File: src/lp_power_seq_dummy_guard.sv
// intentionally empty
`timescale 1ns/1ps

File: src/lp_pd_pkg.sv
// constants, states and commands for the power-down sequencer
// Functional notes
// - power-down request is clock enable low with chip select high on a rising edge.
// - clock enable stays high while read, write or mode register operations run.
// - clock enable may drop during activate, precharge or refresh.
// - two no-operation cycles follow the clock-enable-low edge on entry.
// - clock enable stays low at least the minimum pulse time in power-down.
// - power-down is left early enough to keep refresh on schedule.
// - exit raises clock enable with chip select high, held for minimum pulse.
// - no valid command until exit latency after clock enable rises.
// - a stopped or changed clock runs stable two cycles before exit.
// - after read, clock enable low waits latency plus access plus half burst plus one.
// - after write, wait latency plus one, half burst, recovery; one more with auto precharge.
// - after refresh, activate or precharge, wait the clock-enable hold time.
// - mode register read spaced like read; mode register write waits its period.
// - deep power-down is clock enable low, chip select low, bits 0,1 high, bit 2 low.
// - deep power-down needs idle banks, clock enable held low, two no-operations.
// - deep power-down exit needs stable clock, then full initialization.
// - frequency change with clock enable low keeps old clock two cycles after drop.
// - clock stop with clock enable low holds true clock low, complement high.
// - frequency change with clock enable high needs all commands done, chip select high.
// - clock stop with clock enable high; ready two cycles plus exit latency after restart.
// - latency and recovery settings are reprogrammed after a frequency change.
// - no-operation is chip select high, only when clock enable is unchanged.
package lp_pd_pkg;
	localparam int TW = 8;
	localparam logic [7:0] BURST_HALF = 8'h04;
	localparam logic [7:0] CPDED_CYCLES = 8'h02;
	localparam logic [7:0] CLK_STABLE_CYCLES = 8'h02;
	localparam logic [2:0] DPD_CA = 3'h3;
	localparam logic [7:0] ONE = 8'h01;

	typedef enum logic [3:0] {
		CMD_NOP   = 4'h0,
		CMD_READ  = 4'h1,
		CMD_WRITE = 4'h2,
		CMD_WRA   = 4'h3,
		CMD_MRR   = 4'h4,
		CMD_MRW   = 4'h5,
		CMD_ACT   = 4'h6,
		CMD_PRE   = 4'h7,
		CMD_REF   = 4'h8
	} cmd_kind_e;

	typedef enum logic [3:0] {
		ST_ACTIVE     = 4'h0,
		ST_PD_ENTRY   = 4'h1,
		ST_PD         = 4'h2,
		ST_PD_EXIT    = 4'h3,
		ST_DPD_ENTRY  = 4'h4,
		ST_DPD        = 4'h5,
		ST_INIT_WAIT  = 4'h6,
		ST_CLK_OFF    = 4'h7,
		ST_CLK_ON     = 4'h8,
		ST_HI_STOP    = 4'h9,
		ST_HI_RESTART = 4'hA
	} pd_state_e;
endpackage : lp_pd_pkg

File: src/cycle_timer.sv
// loadable down counter for phase delays
`timescale 1ns/1ps
module cycle_timer #(
	parameter int W = 8
) (
	input  wire logic         sys_clk,
	input  wire logic         resetn,
	input  wire logic         load,
	input  wire logic [W-1:0] load_val,
	output logic              done
);
	logic [W-1:0] cnt_reg;
	logic [W-1:0] cnt_next;

	assign cnt_next = load ? load_val : ((cnt_reg != '0) ? cnt_reg - 1'b1 : cnt_reg);
	assign done = (cnt_reg == '0);

	always_ff @(posedge sys_clk or negedge resetn) begin
		if (!resetn) cnt_reg <= '0;
		else cnt_reg <= cnt_next;
	end
endmodule : cycle_timer

File: src/cke_spacing_tracker.sv
// tracks the earliest cycle at which clock enable may drop
`timescale 1ns/1ps
module cke_spacing_tracker (
	input  wire logic       sys_clk,
	input  wire logic       resetn,
	input  wire logic       issue,
	input  wire logic [3:0] kind,
	input  wire logic [7:0] rl_cycles,
	input  wire logic [7:0] wl_cycles,
	input  wire logic [7:0] dqsck_cycles,
	input  wire logic [7:0] wr_cycles,
	input  wire logic [7:0] mrw_cycles,
	input  wire logic [7:0] ihcke_cycles,
	output logic            low_ok
);
	logic [7:0] cnt_reg;
	logic [7:0] cnt_next;
	logic [7:0] need;
	logic [7:0] load_val;
	logic [7:0] dec_val;

	// spacing from command edge to the edge that may register clock enable low
	function automatic logic [7:0] spacing(input logic [3:0] k, input logic [7:0] rl, input logic [7:0] wl,
		input logic [7:0] dq, input logic [7:0] wr, input logic [7:0] mrw, input logic [7:0] ih);
		logic [7:0] s;
		s = 8'h00;
		unique case (k)
			lp_pd_pkg::CMD_READ,
			lp_pd_pkg::CMD_MRR:   s = rl + dq + lp_pd_pkg::BURST_HALF + lp_pd_pkg::ONE;
			lp_pd_pkg::CMD_WRITE: s = wl + lp_pd_pkg::ONE + lp_pd_pkg::BURST_HALF + wr;
			lp_pd_pkg::CMD_WRA:   s = wl + lp_pd_pkg::ONE + lp_pd_pkg::BURST_HALF + wr + lp_pd_pkg::ONE;
			lp_pd_pkg::CMD_MRW:   s = mrw;
			lp_pd_pkg::CMD_ACT,
			lp_pd_pkg::CMD_PRE,
			lp_pd_pkg::CMD_REF:   s = ih;
			default:              s = 8'h00;
		endcase
		return s;
	endfunction : spacing

	assign need = spacing(kind, rl_cycles, wl_cycles, dqsck_cycles, wr_cycles, mrw_cycles, ihcke_cycles);
	assign load_val = (need != 8'h00) ? need - lp_pd_pkg::ONE : 8'h00;
	assign dec_val = (cnt_reg != 8'h00) ? cnt_reg - lp_pd_pkg::ONE : 8'h00;
	assign cnt_next = (issue && load_val > dec_val) ? load_val : dec_val;
	assign low_ok = (cnt_reg == 8'h00) && !issue;

	always_ff @(posedge sys_clk or negedge resetn) begin
		if (!resetn) cnt_reg <= 8'h00;
		else cnt_reg <= cnt_next;
	end
endmodule : cke_spacing_tracker

File: src/lp_power_seq.sv
// host-side power-down, deep power-down and clock-stop sequencer
`timescale 1ns/1ps
module lp_power_seq #(
	parameter int CA_W = 10
) (
	input  wire logic            sys_clk,
	input  wire logic            resetn,
	// command port
	input  wire logic            cmd_valid,
	input  wire logic [3:0]      cmd_kind,
	input  wire logic [CA_W-1:0] cmd_ca,
	output logic                 cmd_ready,
	// low-power requests
	input  wire logic            pd_req,
	input  wire logic            pd_exit_req,
	input  wire logic            dpd_req,
	input  wire logic            dpd_exit_req,
	input  wire logic            clk_stop_req,
	input  wire logic            refresh_due,
	input  wire logic            banks_idle,
	input  wire logic            init_done,
	// timing configuration in clock cycles
	input  wire logic [7:0]      rl_cycles,
	input  wire logic [7:0]      wl_cycles,
	input  wire logic [7:0]      dqsck_cycles,
	input  wire logic [7:0]      wr_cycles,
	input  wire logic [7:0]      mrw_cycles,
	input  wire logic [7:0]      ihcke_cycles,
	input  wire logic [7:0]      xp_cycles,
	input  wire logic [7:0]      cke_min_cycles,
	// memory pins
	output logic                 cke,
	output logic                 cs_n,
	output logic [CA_W-1:0]      ca,
	output logic                 ck_run,
	// status
	output logic                 in_power_down,
	output logic                 in_deep_power_down,
	output logic                 clock_stopped,
	output logic                 init_needed
);
	// ==========================================================
	// state and pin registers
	lp_pd_pkg::pd_state_e state_reg;
	lp_pd_pkg::pd_state_e state_next;
	logic                 cke_reg;
	logic                 cke_next;
	logic                 cs_n_reg;
	logic                 cs_n_next;
	logic [CA_W-1:0]      ca_reg;
	logic [CA_W-1:0]      ca_next;
	logic                 ck_run_reg;
	logic                 ck_run_next;
	logic                 ret_dpd_reg;
	logic                 ret_dpd_next;
	logic                 tmr_load;
	logic [7:0]           tmr_val;
	logic                 tmr_done;
	logic                 low_ok;
	logic                 issue;
	logic                 go_pd;
	logic                 go_dpd;
	logic                 go_hi_stop;
	logic                 want_exit;
	logic [7:0]           exit_wait;
	logic [CA_W-1:0]      dpd_code;

	// ==========================================================
	// helpers
	cycle_timer #(.W(lp_pd_pkg::TW)) u_timer (
		.sys_clk  (sys_clk),
		.resetn   (resetn),
		.load     (tmr_load),
		.load_val (tmr_val),
		.done     (tmr_done)
	);

	cke_spacing_tracker u_track (
		.sys_clk      (sys_clk),
		.resetn       (resetn),
		.issue        (issue),
		.kind         (cmd_kind),
		.rl_cycles    (rl_cycles),
		.wl_cycles    (wl_cycles),
		.dqsck_cycles (dqsck_cycles),
		.wr_cycles    (wr_cycles),
		.mrw_cycles   (mrw_cycles),
		.ihcke_cycles (ihcke_cycles),
		.low_ok       (low_ok)
	);

	// ==========================================================
	// decode
	assign dpd_code = {{(CA_W-3){1'b0}}, lp_pd_pkg::DPD_CA};
	assign go_dpd = dpd_req && banks_idle && low_ok;
	assign go_pd = pd_req && !dpd_req && low_ok;
	assign go_hi_stop = clk_stop_req && !pd_req && !dpd_req && low_ok;
	assign cmd_ready = (state_reg == lp_pd_pkg::ST_ACTIVE) && !pd_req && !dpd_req && !clk_stop_req;
	assign issue = cmd_valid && cmd_ready;
	assign want_exit = pd_exit_req || refresh_due;
	assign exit_wait = (xp_cycles > cke_min_cycles) ? xp_cycles : cke_min_cycles;

	// ==========================================================
	// next state
	always_comb begin
		state_next = state_reg;
		cke_next = cke_reg;
		cs_n_next = 1'b1;
		ca_next = ca_reg;
		ck_run_next = ck_run_reg;
		ret_dpd_next = ret_dpd_reg;
		tmr_load = 1'b0;
		tmr_val = 8'h00;
		unique case (state_reg)
			lp_pd_pkg::ST_ACTIVE: begin
				if (go_dpd) begin
					cke_next = 1'b0;
					cs_n_next = 1'b0;
					ca_next = dpd_code;
					tmr_load = 1'b1;
					tmr_val = lp_pd_pkg::CPDED_CYCLES - lp_pd_pkg::ONE;
					state_next = lp_pd_pkg::ST_DPD_ENTRY;
				end else if (go_pd) begin
					cke_next = 1'b0;
					tmr_load = 1'b1;
					tmr_val = lp_pd_pkg::CPDED_CYCLES - lp_pd_pkg::ONE;
					state_next = lp_pd_pkg::ST_PD_ENTRY;
				end else if (go_hi_stop) begin
					ck_run_next = 1'b0;
					state_next = lp_pd_pkg::ST_HI_STOP;
				end else if (issue && cmd_kind != lp_pd_pkg::CMD_NOP) begin
					cs_n_next = 1'b0;
					ca_next = cmd_ca;
				end
			end
			lp_pd_pkg::ST_PD_ENTRY,
			lp_pd_pkg::ST_DPD_ENTRY: begin
				// chip select high no-operations while the entry delay runs
				if (tmr_done) begin
					tmr_load = 1'b1;
					tmr_val = cke_min_cycles;
					state_next = (state_reg == lp_pd_pkg::ST_DPD_ENTRY) ? lp_pd_pkg::ST_DPD : lp_pd_pkg::ST_PD;
				end
			end
			lp_pd_pkg::ST_PD: begin
				if (clk_stop_req) begin
					ck_run_next = 1'b0;
					ret_dpd_next = 1'b0;
					state_next = lp_pd_pkg::ST_CLK_OFF;
				end else if (tmr_done && want_exit) begin
					cke_next = 1'b1;
					tmr_load = 1'b1;
					tmr_val = exit_wait - lp_pd_pkg::ONE;
					state_next = lp_pd_pkg::ST_PD_EXIT;
				end
			end
			lp_pd_pkg::ST_DPD: begin
				if (clk_stop_req) begin
					ck_run_next = 1'b0;
					ret_dpd_next = 1'b1;
					state_next = lp_pd_pkg::ST_CLK_OFF;
				end else if (tmr_done && dpd_exit_req) begin
					cke_next = 1'b1;
					state_next = lp_pd_pkg::ST_INIT_WAIT;
				end
			end
			lp_pd_pkg::ST_CLK_OFF: begin
				if (!clk_stop_req) begin
					ck_run_next = 1'b1;
					tmr_load = 1'b1;
					tmr_val = lp_pd_pkg::CLK_STABLE_CYCLES - lp_pd_pkg::ONE;
					state_next = lp_pd_pkg::ST_CLK_ON;
				end
			end
			lp_pd_pkg::ST_CLK_ON: begin
				if (tmr_done) begin
					tmr_load = 1'b1;
					tmr_val = cke_min_cycles;
					state_next = ret_dpd_reg ? lp_pd_pkg::ST_DPD : lp_pd_pkg::ST_PD;
				end
			end
			lp_pd_pkg::ST_PD_EXIT: begin
				if (tmr_done) state_next = lp_pd_pkg::ST_ACTIVE;
			end
			lp_pd_pkg::ST_INIT_WAIT: begin
				if (init_done) state_next = lp_pd_pkg::ST_ACTIVE;
			end
			lp_pd_pkg::ST_HI_STOP: begin
				if (!clk_stop_req) begin
					ck_run_next = 1'b1;
					tmr_load = 1'b1;
					tmr_val = lp_pd_pkg::CLK_STABLE_CYCLES + xp_cycles - lp_pd_pkg::ONE;
					state_next = lp_pd_pkg::ST_HI_RESTART;
				end
			end
			lp_pd_pkg::ST_HI_RESTART: begin
				if (tmr_done) state_next = lp_pd_pkg::ST_ACTIVE;
			end
			default: state_next = lp_pd_pkg::ST_ACTIVE;
		endcase
	end

	// ==========================================================
	// registers
	always_ff @(posedge sys_clk or negedge resetn) begin
		if (!resetn) begin
			state_reg <= lp_pd_pkg::ST_ACTIVE;
			cke_reg <= 1'b1;
			cs_n_reg <= 1'b1;
			ca_reg <= '0;
			ck_run_reg <= 1'b1;
			ret_dpd_reg <= 1'b0;
		end else begin
			state_reg <= state_next;
			cke_reg <= cke_next;
			cs_n_reg <= cs_n_next;
			ca_reg <= ca_next;
			ck_run_reg <= ck_run_next;
			ret_dpd_reg <= ret_dpd_next;
		end
	end

	assign cke = cke_reg;
	assign cs_n = cs_n_reg;
	assign ca = ca_reg;
	assign ck_run = ck_run_reg;
	assign in_power_down = (state_reg == lp_pd_pkg::ST_PD) ||
		((state_reg == lp_pd_pkg::ST_CLK_OFF || state_reg == lp_pd_pkg::ST_CLK_ON) && !ret_dpd_reg);
	assign in_deep_power_down = (state_reg == lp_pd_pkg::ST_DPD) ||
		((state_reg == lp_pd_pkg::ST_CLK_OFF || state_reg == lp_pd_pkg::ST_CLK_ON) && ret_dpd_reg);
	assign clock_stopped = !ck_run_reg;
	assign init_needed = (state_reg == lp_pd_pkg::ST_INIT_WAIT);

	// ==========================================================
	// assertions
	logic [7:0] low_run;
	always_ff @(posedge sys_clk or negedge resetn) begin
		if (!resetn) low_run <= 8'h00;
		else if (cke_reg) low_run <= 8'h00;
		else if (low_run != 8'hFF) low_run <= low_run + 8'h01;
	end

	logic [7:0] high_run;
	always_ff @(posedge sys_clk or negedge resetn) begin
		if (!resetn) high_run <= 8'hFF;
		else if (!cke_reg) high_run <= 8'h00;
		else if (high_run != 8'hFF) high_run <= high_run + 8'h01;
	end

	a_pd_entry_cmd: assert property (@(posedge sys_clk) disable iff (!resetn)
		(state_reg == lp_pd_pkg::ST_ACTIVE && go_pd && !go_dpd) |=> (!cke && cs_n))
		else $error("power-down entry not encoded as cke low with cs_n high");

	a_dpd_entry_cmd: assert property (@(posedge sys_clk) disable iff (!resetn)
		(state_reg == lp_pd_pkg::ST_ACTIVE && go_dpd) |=> (!cke && !cs_n && ca[2:0] == 3'h3))
		else $error("deep power-down entry encoding wrong");

	a_entry_nops: assert property (@(posedge sys_clk) disable iff (!resetn)
		($fell(cke)) |=> (!cke && cs_n) [*2])
		else $error("entry delay lacks two no-operations");

	a_cke_low_min: assert property (@(posedge sys_clk) disable iff (!resetn)
		($rose(cke)) |-> ($past(low_run) >= cke_min_cycles))
		else $error("clock enable low shorter than minimum pulse");

	a_exit_cs_high: assert property (@(posedge sys_clk) disable iff (!resetn)
		($rose(cke)) |-> cs_n)
		else $error("exit without chip select high");

	a_no_cmd_exit: assert property (@(posedge sys_clk) disable iff (!resetn)
		($rose(cke) && state_reg == lp_pd_pkg::ST_PD_EXIT) |-> (cs_n && !cmd_ready) [*2])
		else $error("command issued inside exit latency");

	a_cke_drop_ok: assert property (@(posedge sys_clk) disable iff (!resetn)
		(cke_reg && !cke_next) |-> low_ok)
		else $error("clock enable dropped while operation in progress");

	a_clk_restart: assert property (@(posedge sys_clk) disable iff (!resetn)
		($rose(ck_run) && !cke) |-> ##1 (!cke) [*2])
		else $error("exit before two stable clock cycles");

	a_stop_cs_high: assert property (@(posedge sys_clk) disable iff (!resetn)
		(!ck_run && cke) |-> cs_n)
		else $error("clock stopped with chip select low");

	a_nop_steady: assert property (@(posedge sys_clk) disable iff (!resetn)
		($changed(cke) && !cs_n) |-> !cke)
		else $error("command issued while clock enable changes");

	c_pd_cycle: cover property (@(posedge sys_clk) disable iff (!resetn)
		state_reg == lp_pd_pkg::ST_PD_EXIT ##1 state_reg == lp_pd_pkg::ST_ACTIVE);
	c_dpd_init: cover property (@(posedge sys_clk) disable iff (!resetn)
		state_reg == lp_pd_pkg::ST_INIT_WAIT ##1 state_reg == lp_pd_pkg::ST_ACTIVE);
	c_hi_stop: cover property (@(posedge sys_clk) disable iff (!resetn)
		state_reg == lp_pd_pkg::ST_HI_RESTART);
	c_lo_stop: cover property (@(posedge sys_clk) disable iff (!resetn)
		state_reg == lp_pd_pkg::ST_CLK_OFF && !ret_dpd_reg);

	// ==========================================================
	// power state assertions
	a_pd_hold_low: assert property (@(posedge sys_clk) disable iff (!resetn)
		(state_reg == lp_pd_pkg::ST_PD) |-> (!cke && cs_n))
		else $error("clock enable or chip select moved in power-down");

	a_dpd_hold_low: assert property (@(posedge sys_clk) disable iff (!resetn)
		(state_reg == lp_pd_pkg::ST_DPD) |-> (!cke && cs_n))
		else $error("clock enable or chip select moved in deep power-down");

	a_dpd_banks_idle: assert property (@(posedge sys_clk) disable iff (!resetn)
		($fell(cke) && !cs_n) |-> $past(banks_idle))
		else $error("deep power-down entered with busy banks");

	a_dpd_code_only: assert property (@(posedge sys_clk) disable iff (!resetn)
		($fell(cke) && !cs_n) |-> (ca[2:0] == lp_pd_pkg::DPD_CA))
		else $error("chip select low on clock enable drop without deep power-down code");

	a_old_clk_kept: assert property (@(posedge sys_clk) disable iff (!resetn)
		($fell(cke)) |=> (ck_run [*2]))
		else $error("clock stopped within two cycles of clock enable drop");

	a_refresh_exit: assert property (@(posedge sys_clk) disable iff (!resetn)
		(state_reg == lp_pd_pkg::ST_PD && refresh_due && tmr_done && !clk_stop_req) |=> cke)
		else $error("power-down not left when refresh is due");

	a_dpd_exit_init: assert property (@(posedge sys_clk) disable iff (!resetn)
		($rose(cke) && $past(in_deep_power_down)) |-> init_needed)
		else $error("deep power-down exit without initialization wait");

	a_init_no_cmd: assert property (@(posedge sys_clk) disable iff (!resetn)
		init_needed |-> (!cmd_ready && cs_n))
		else $error("command accepted before initialization done");

	a_hi_restart_wait: assert property (@(posedge sys_clk) disable iff (!resetn)
		(state_reg == lp_pd_pkg::ST_HI_RESTART) |-> (!cmd_ready && cs_n && cke && ck_run))
		else $error("command accepted before clock restart wait");

	a_exit_hold_high: assert property (@(posedge sys_clk) disable iff (!resetn)
		(state_reg == lp_pd_pkg::ST_PD_EXIT) |-> (cke && cs_n))
		else $error("clock enable or chip select moved during exit latency");

	a_cke_high_min: assert property (@(posedge sys_clk) disable iff (!resetn)
		($fell(cke)) |-> ($past(high_run) >= cke_min_cycles))
		else $error("clock enable high shorter than minimum pulse");

	c_refresh_exit: cover property (@(posedge sys_clk) disable iff (!resetn)
		state_reg == lp_pd_pkg::ST_PD && refresh_due ##1 state_reg == lp_pd_pkg::ST_PD_EXIT);
endmodule : lp_power_seq

File: config.mk
export PLATFORM = sky130hd
export DESIGN_NAME = lp_power_seq
export DESIGN_NICKNAME = d
export VERILOG_FILES = /design/src/lp_power_seq_dummy_guard.sv /design/src/lp_pd_pkg.sv /design/src/cycle_timer.sv /design/src/cke_spacing_tracker.sv /design/src/lp_power_seq.sv
export SDC_FILE = /design/constraint.sdc
export NUM_CORES = 1
export LEC_CHECK = 0
export BUFFER_PORTS_ARGS = -buffer_cell sky130_fd_sc_hd__buf_2
export CAP_MARGIN = 10
export CORE_UTILIZATION = 43
export CTS_BUF_LIST = sky130_fd_sc_hd__clkbuf_2 sky130_fd_sc_hd__clkbuf_4 sky130_fd_sc_hd__clkbuf_8
export DETAILED_ROUTE_END_ITERATION = 16
export PLACE_DENSITY = 0.64
export SKIP_LAST_GASP = 1
export SLEW_MARGIN = 20
export SYNTH_ARGS = -nofsm -noshare
export SYNTH_HDL_FRONTEND = slang
export SYNTH_HIERARCHICAL = 1
export SYNTH_SLANG_ARGS = --single-unit
export TNS_END_PERCENT = 10
File: constraint.sdc
create_clock -name sys_clk -period 5.55 [get_ports sys_clk]
set_input_delay 0.555 -clock sys_clk [delete_from_list [all_inputs] [get_ports sys_clk]]
set_output_delay 0.555 -clock sys_clk [all_outputs]
set_load 0.02 [all_outputs]
== After elaboration in Yosys (flattened, before gate mapping) ==
Index checks and enable logic that the tools add are counted.
Storage, ports and cells
  register bits: 34
  output and inout port bits: 18
  logic and storage cells: 178
Cells by class
  add/subtract/negate cells: 13
  magnitude comparators: 2
  equal/unequal tests: 41
  muxes and demuxes: 62
  reduce and logical (&&, ||, !) cells: 52
Operators by type and width (number)
  $mux W8: 10
  $pmux W8 S5: 2
  $mux W4: 13
  $mux W10: 4
  $sub A8 B1 Y8 const B: 5
  $pmux W4 S9: 1
  $eq A4 B3 Y1 const B: 8
  $ne A2 B2 Y1 const B: 16
  $mux W1: 26
  $add A8 B1 Y8 const B: 3
  $reduce_bool A8 Y1: 3
  $logic_and A1 B1 Y1: 18
  $add A8 B3 Y8 const B: 2
  $add A8 B8 Y8: 2
  $eq A4 B2 Y1 const B: 4
  $eq A4 B4 Y1 const B: 4
  $gt A8 B8 Y1: 2
  $logic_not A8 Y1: 2
  $reduce_and A6 Y1: 2
  $reduce_or A2 Y1: 5
  $ne A3 B3 Y1 const B: 3
  $reduce_and A9 Y1: 1
  $add A2 B8 Y8 const A: 1
  $eq A4 B1 Y1 const B: 2
  15 further kinds: 31

== Logic depth before layout (Yosys ltp) ==
  depth in word-level cells: 12
  gate-level depth with buffers: 24

== By module ==
Netlist, hierarchy kept.
By module, submodules not included
  cke_spacing_tracker: instances 1, cells an instance 273, area each 2264.7 µm², seq. area each 200.2 µm²
  lp_power_seq: instances 1, cells an instance 253, area each 2037.0 µm², seq. area each 454.2 µm²
  cycle_timer: instances 1, cells an instance 55, area each 486.7 µm², seq. area each 200.2 µm²

== Worst setup path after synthesis ==
OpenSTA, ideal clock, no wires.
  kind: input-to-reg
  start: input port wl_cycles[1]
  end: register u_track.cnt_reg[7]
  library setup time: 94 ps
  arrival: 4860 ps
  data required time: 5456 ps
  slack: 596 ps
  stages: 21
  buffers on the path: 1
  cell sequence: ha_1 -> ha_1 -> inv_1 -> fa_1 -> nor4bb_1 -> xnor2_1 -> o221a_2 -> and4bb_1 -> o211ai_2 -> or2_4 -> nor4b_4 -> buf_4 -> nor2_1 -> ha_1 -> a21o_1 -> a21o_1 -> a21oi_1 -> o21ai_0 -> o211ai_1 -> nor2_1 -> a221oi_2
Between the ends
  cells in the longest elaborated chain, start to end: 10
  elaborated cells between the ends (all ways): 11
  classes of those cells: add/sub (5); order compare (1); mux (3); reduce/logical (2)
Ends and longest elaborated chain
  start: declaration: line lp_power_seq.sv:24  | input wire logic [7:0] wl_cycles,
  $add A8 B1 Y8 (*): line cke_spacing_tracker.sv:30, cke_spacing_tracker.sv:31
  $add A8 B3 Y8 (*): line cke_spacing_tracker.sv:30, cke_spacing_tracker.sv:31
  $add A8 B8 Y8 (*): line cke_spacing_tracker.sv:30, cke_spacing_tracker.sv:31
  $add A8 B1 Y8: line cke_spacing_tracker.sv:31  | lp_pd_pkg::CMD_WRA: s = wl + lp_pd_pkg::ONE + lp_pd_pkg::BURST_HALF + wr + lp_pd_pkg::ONE;
  $pmux W8 S5 (*): line cke_spacing_tracker.sv:27  | unique case (k)
  $sub A8 B1 Y8 or $reduce_bool A8 Y1 (tied branches): line cke_spacing_tracker.sv:42  | assign load_val = (need != 8'h00) ? need - lp_pd_pkg::ONE : 8'h00;
  $mux W8 (*): line cke_spacing_tracker.sv:42
  $gt A8 B8 Y1: line cke_spacing_tracker.sv:44  | assign cnt_next = (issue && load_val > dec_val) ? load_val : dec_val;
  $logic_and A1 B1 Y1: line cke_spacing_tracker.sv:44
  $mux W8 (*): line cke_spacing_tracker.sv:44
  via u_track.cnt_next[7]: line cke_spacing_tracker.sv:17  | logic [7:0] cnt_next;
  end signal: assignment: line cke_spacing_tracker.sv:49  | else cnt_reg <= cnt_next;
  end: declaration: line cke_spacing_tracker.sv:16  | logic [7:0] cnt_reg;
The timed path passes the listed nets; every way through them passes the cells marked *.
A chain may end at the register's enable or synchronous reset.

== Worst setup path in the final report ==
Ends and elaborated chain as after synthesis.

==> results.txt <==
Status: complete, no violations
GP Congestion: 0.840
Worst path cell trace: buf_2 > ha_1 > ha_1 > inv_1 > fa_1 > nor4bb_1 > xnor2_1 > o221a_2 > and4bb_1 > o211ai_2 > or2_4 > nor4b_4 > buf_4 > nor2_1 > ha_1 > a21o_1 > a21o_1 > a21oi_1 > o21ai_0 > o211ai_1 > nor2_1 > a221oi_2
Top fanout value on the critical path: 10
Worst Tran Pin Value: 968 ps
DP HPWL: 9.31 mm
Core Area: 10800 µm²
Cell depth of the worst flop-to-flop path: 12
Clock-pin slew on the worst setup and hold paths: 80 ps
I/O pin count: 107
Peak Freq: 0.198 GHz
Post-route ant nets: 0
Final net count: 816
CP Capture Type: register
Design internal power: 920 µW
CP Launch Point: wl_cycles[1]
P_sw: 807 µW
DR vias: 4560
Worst vdd ir: 170 µV
Core Util, Final: 50.0%
Resize count post-CTS: 0
Final wirelength: 11.7 mm
Longest Clk Path Bufs: 2
H-tree levels: 2
Clock Skew: 9.25 ps
Minimum clock period: 5060 ps
Unrepaired setup endpoints after global routing: no
Max cap viols: 0
CTS buffer count: 5
Rel. slew slack: 35.4%
PwrDens: 319 nW/µm²
Starting DRT DRC Count: 243
Asr flop ratio synth: 100%
Clk network pwr share: 11.3%
CTS tree: yes
Worst reg-to-reg setup slack: 1900 ps
Worst EP required: 5740 ps
PortBufs: 106
Die area: 11600 µm²
Ratio of cells with drive above 1 in the final layout: 27.2%
Number of cell rows: 38
Final hold vios: 0
EDFF count, synth: 0
Most Frequent Cell on Critical Path: ha_1
Avg Inst Size Synth: 8.24 µm²
Flops & latches, synth: 34
Synth top cells by count: nand2_1 (61), nor2_1 (52), ha_1 (49), inv_1 (48), dfrtp_1 (31)
CTS sink count: 34
Cell area after synthesis: 4790 µm²
Hold Buf Count CTS: 0
Die Y-Extent: 108 µm
Top-count cell post-synth: nand2_1
Reg-to-reg startpoint: u_timer/cnt_reg[0]$_DFFE_PN0P_
Netlist cell types: 103
Post-synthesis cell count: 581
Postcts setup bufs: 0
Vias in the first global route: 4417
Worst EP arrival: 5250 ps
Largest area contributor in the netlist: dfrtp_1
Comb power frac: 60.0%
Root Buffer: clkbuf_8
Buf/Inv on CP: 3
Crit path kind: in -> reg
Startpoint Class: input port
Syn nets: 721
Initial core utilization: 44.2%
Worst stage delay on the critical path: 450 ps
Pwr Total: 1730 µW
Synth area leaders: dfrtp_1 (16%), ha_1 (13%), nand2_1 (4.8%)
Power share of the sequential group: 28.8%
Top delay family on crit path: compound AO/OA/AOI/OAI gates
Leakage: 0.00248 µW
Overflow after GRT: 0
Ys flop type: dfrtp_1
Area Growth Syn to Fin: 13.2%
Setup violators final: 0
Switching Share: 46.7%
DRT Pass-1 Iters: 7
Die width: 108 µm
Vias per cell: 5.58
Post-synth top area share: 16.2%
Sequential share of the synthesized area: 17.8%
Antenna violations before repair: 0
Later-pin clock latency in the skew report: 290 ps
Setup TNS: 0 ps
CP max stage cell: fa_1
DRC: 0
Diodes inserted: 0
Period utilisation layout: 91.2%
Max reg flops: 10
Wire length of the first global-routing pass: 19.7 mm
Avg WL per Cell: 14.3 µm
Min-delay worst type: in -> async
Fin. max-slew vios: 0
End of the worst register-to-register path: u_timer/cnt_reg[6]$_DFFE_PN0P_
GRT Total Usage: 20.7%
Syn. warnings: 6
Largest net degree at the start of global routing: 35
[layout make-up]
cell class,instances,area (µm²)
Clock inverter,2,12.5
Clock buffer,6,82.6
Inverter,48,180
Multi-Input combinational cell,478,3560
Sequential cell,34,855
Tap cell,140,175
Timing Repair Buffer,109,553
Fill cell,1061,5420
[worst max-delay path by stage]
stage	to	slack [ps]	cells after the start
2_1_floorplan	u_track/cnt_reg[7]$_DFF_PN0_	600	21
3_3_place_gp	u_track/cnt_reg[7]$_DFF_PN0_	320	22
3_5_place_dp	u_track/cnt_reg[7]$_DFF_PN0_	190	22
4_1_cts	u_track/cnt_reg[7]$_DFF_PN0_	470	22
5_1_grt	u_track/cnt_reg[7]$_DFF_PN0_	240	22
6_report	u_track/cnt_reg[7]$_DFF_PN0_	490	22
[per-stage QoR]
stage          cell area, µm²  hold WS [ps]  std cells  worst slack [ps]
6_report                 5420           339        817               490
3_5_place_dp             5330           513        809               193
2_1_floorplan            4790           259        581               596
3_3_place_gp             5330           503        809               315
5_1_grt                  5420           421        817               238
4_1_cts                  5420           371        817               473
[cells by family after synthesis]
logic type | after synthesis | synth area share, %
AND/OR/NAND/NOR | 227 | 26.2
AO/OA/AOI/OAI | 148 | 23.4
buffers and inverters | 69 | 7.73
adder cells (fa/ha/maj) | 51 | 13.6
XOR/XNOR | 38 | 7.58
flip-flops | 34 | 17.8
multiplexers | 14 | 3.55
[metal layers]
metal	part of all wire, %	GRT usage, %	up-vias
met1	45	25.9	2123
met3	3.5	2.18	25
met2	50	36.6	117
met5	0	0	-
met4	1.9	7.14	0
li1	-	-	2295
[cell usage in the layout, fill, tap and decap left out, drive strengths merged, types with 4 or more instances in the layout]
cell type	n
o21ai	37
buf	109
nor2	52
a21oi	28
nand2	63
mux2	5
nor3b	7
o211ai	4
inv	48
nor2b	7
clkbuf	6
or3	5
o31ai	10
nand4	6
o22ai	6
a211oi	4
a31oi	8
nand3	14
nand2b	9
xnor2	23
mux2i	9
dfrtp	31
ha	49
nor3	23
nor4b	4
or2	8
a22oi	6
o221ai	5
xor2	13
[power by group through the flow]
stage | clock (µW) | sequential, µW | combinational [µW]
after floorplan | 0 | 463 | 836
after global placement | 0 | 493 | 1000
after detailed placement | 0 | 497 | 1030
after CTS | 200 | 492 | 1040
after global routing | 212 | 515 | 1150
final | 194 | 497 | 1040
(Power assumes the default switching activity.)
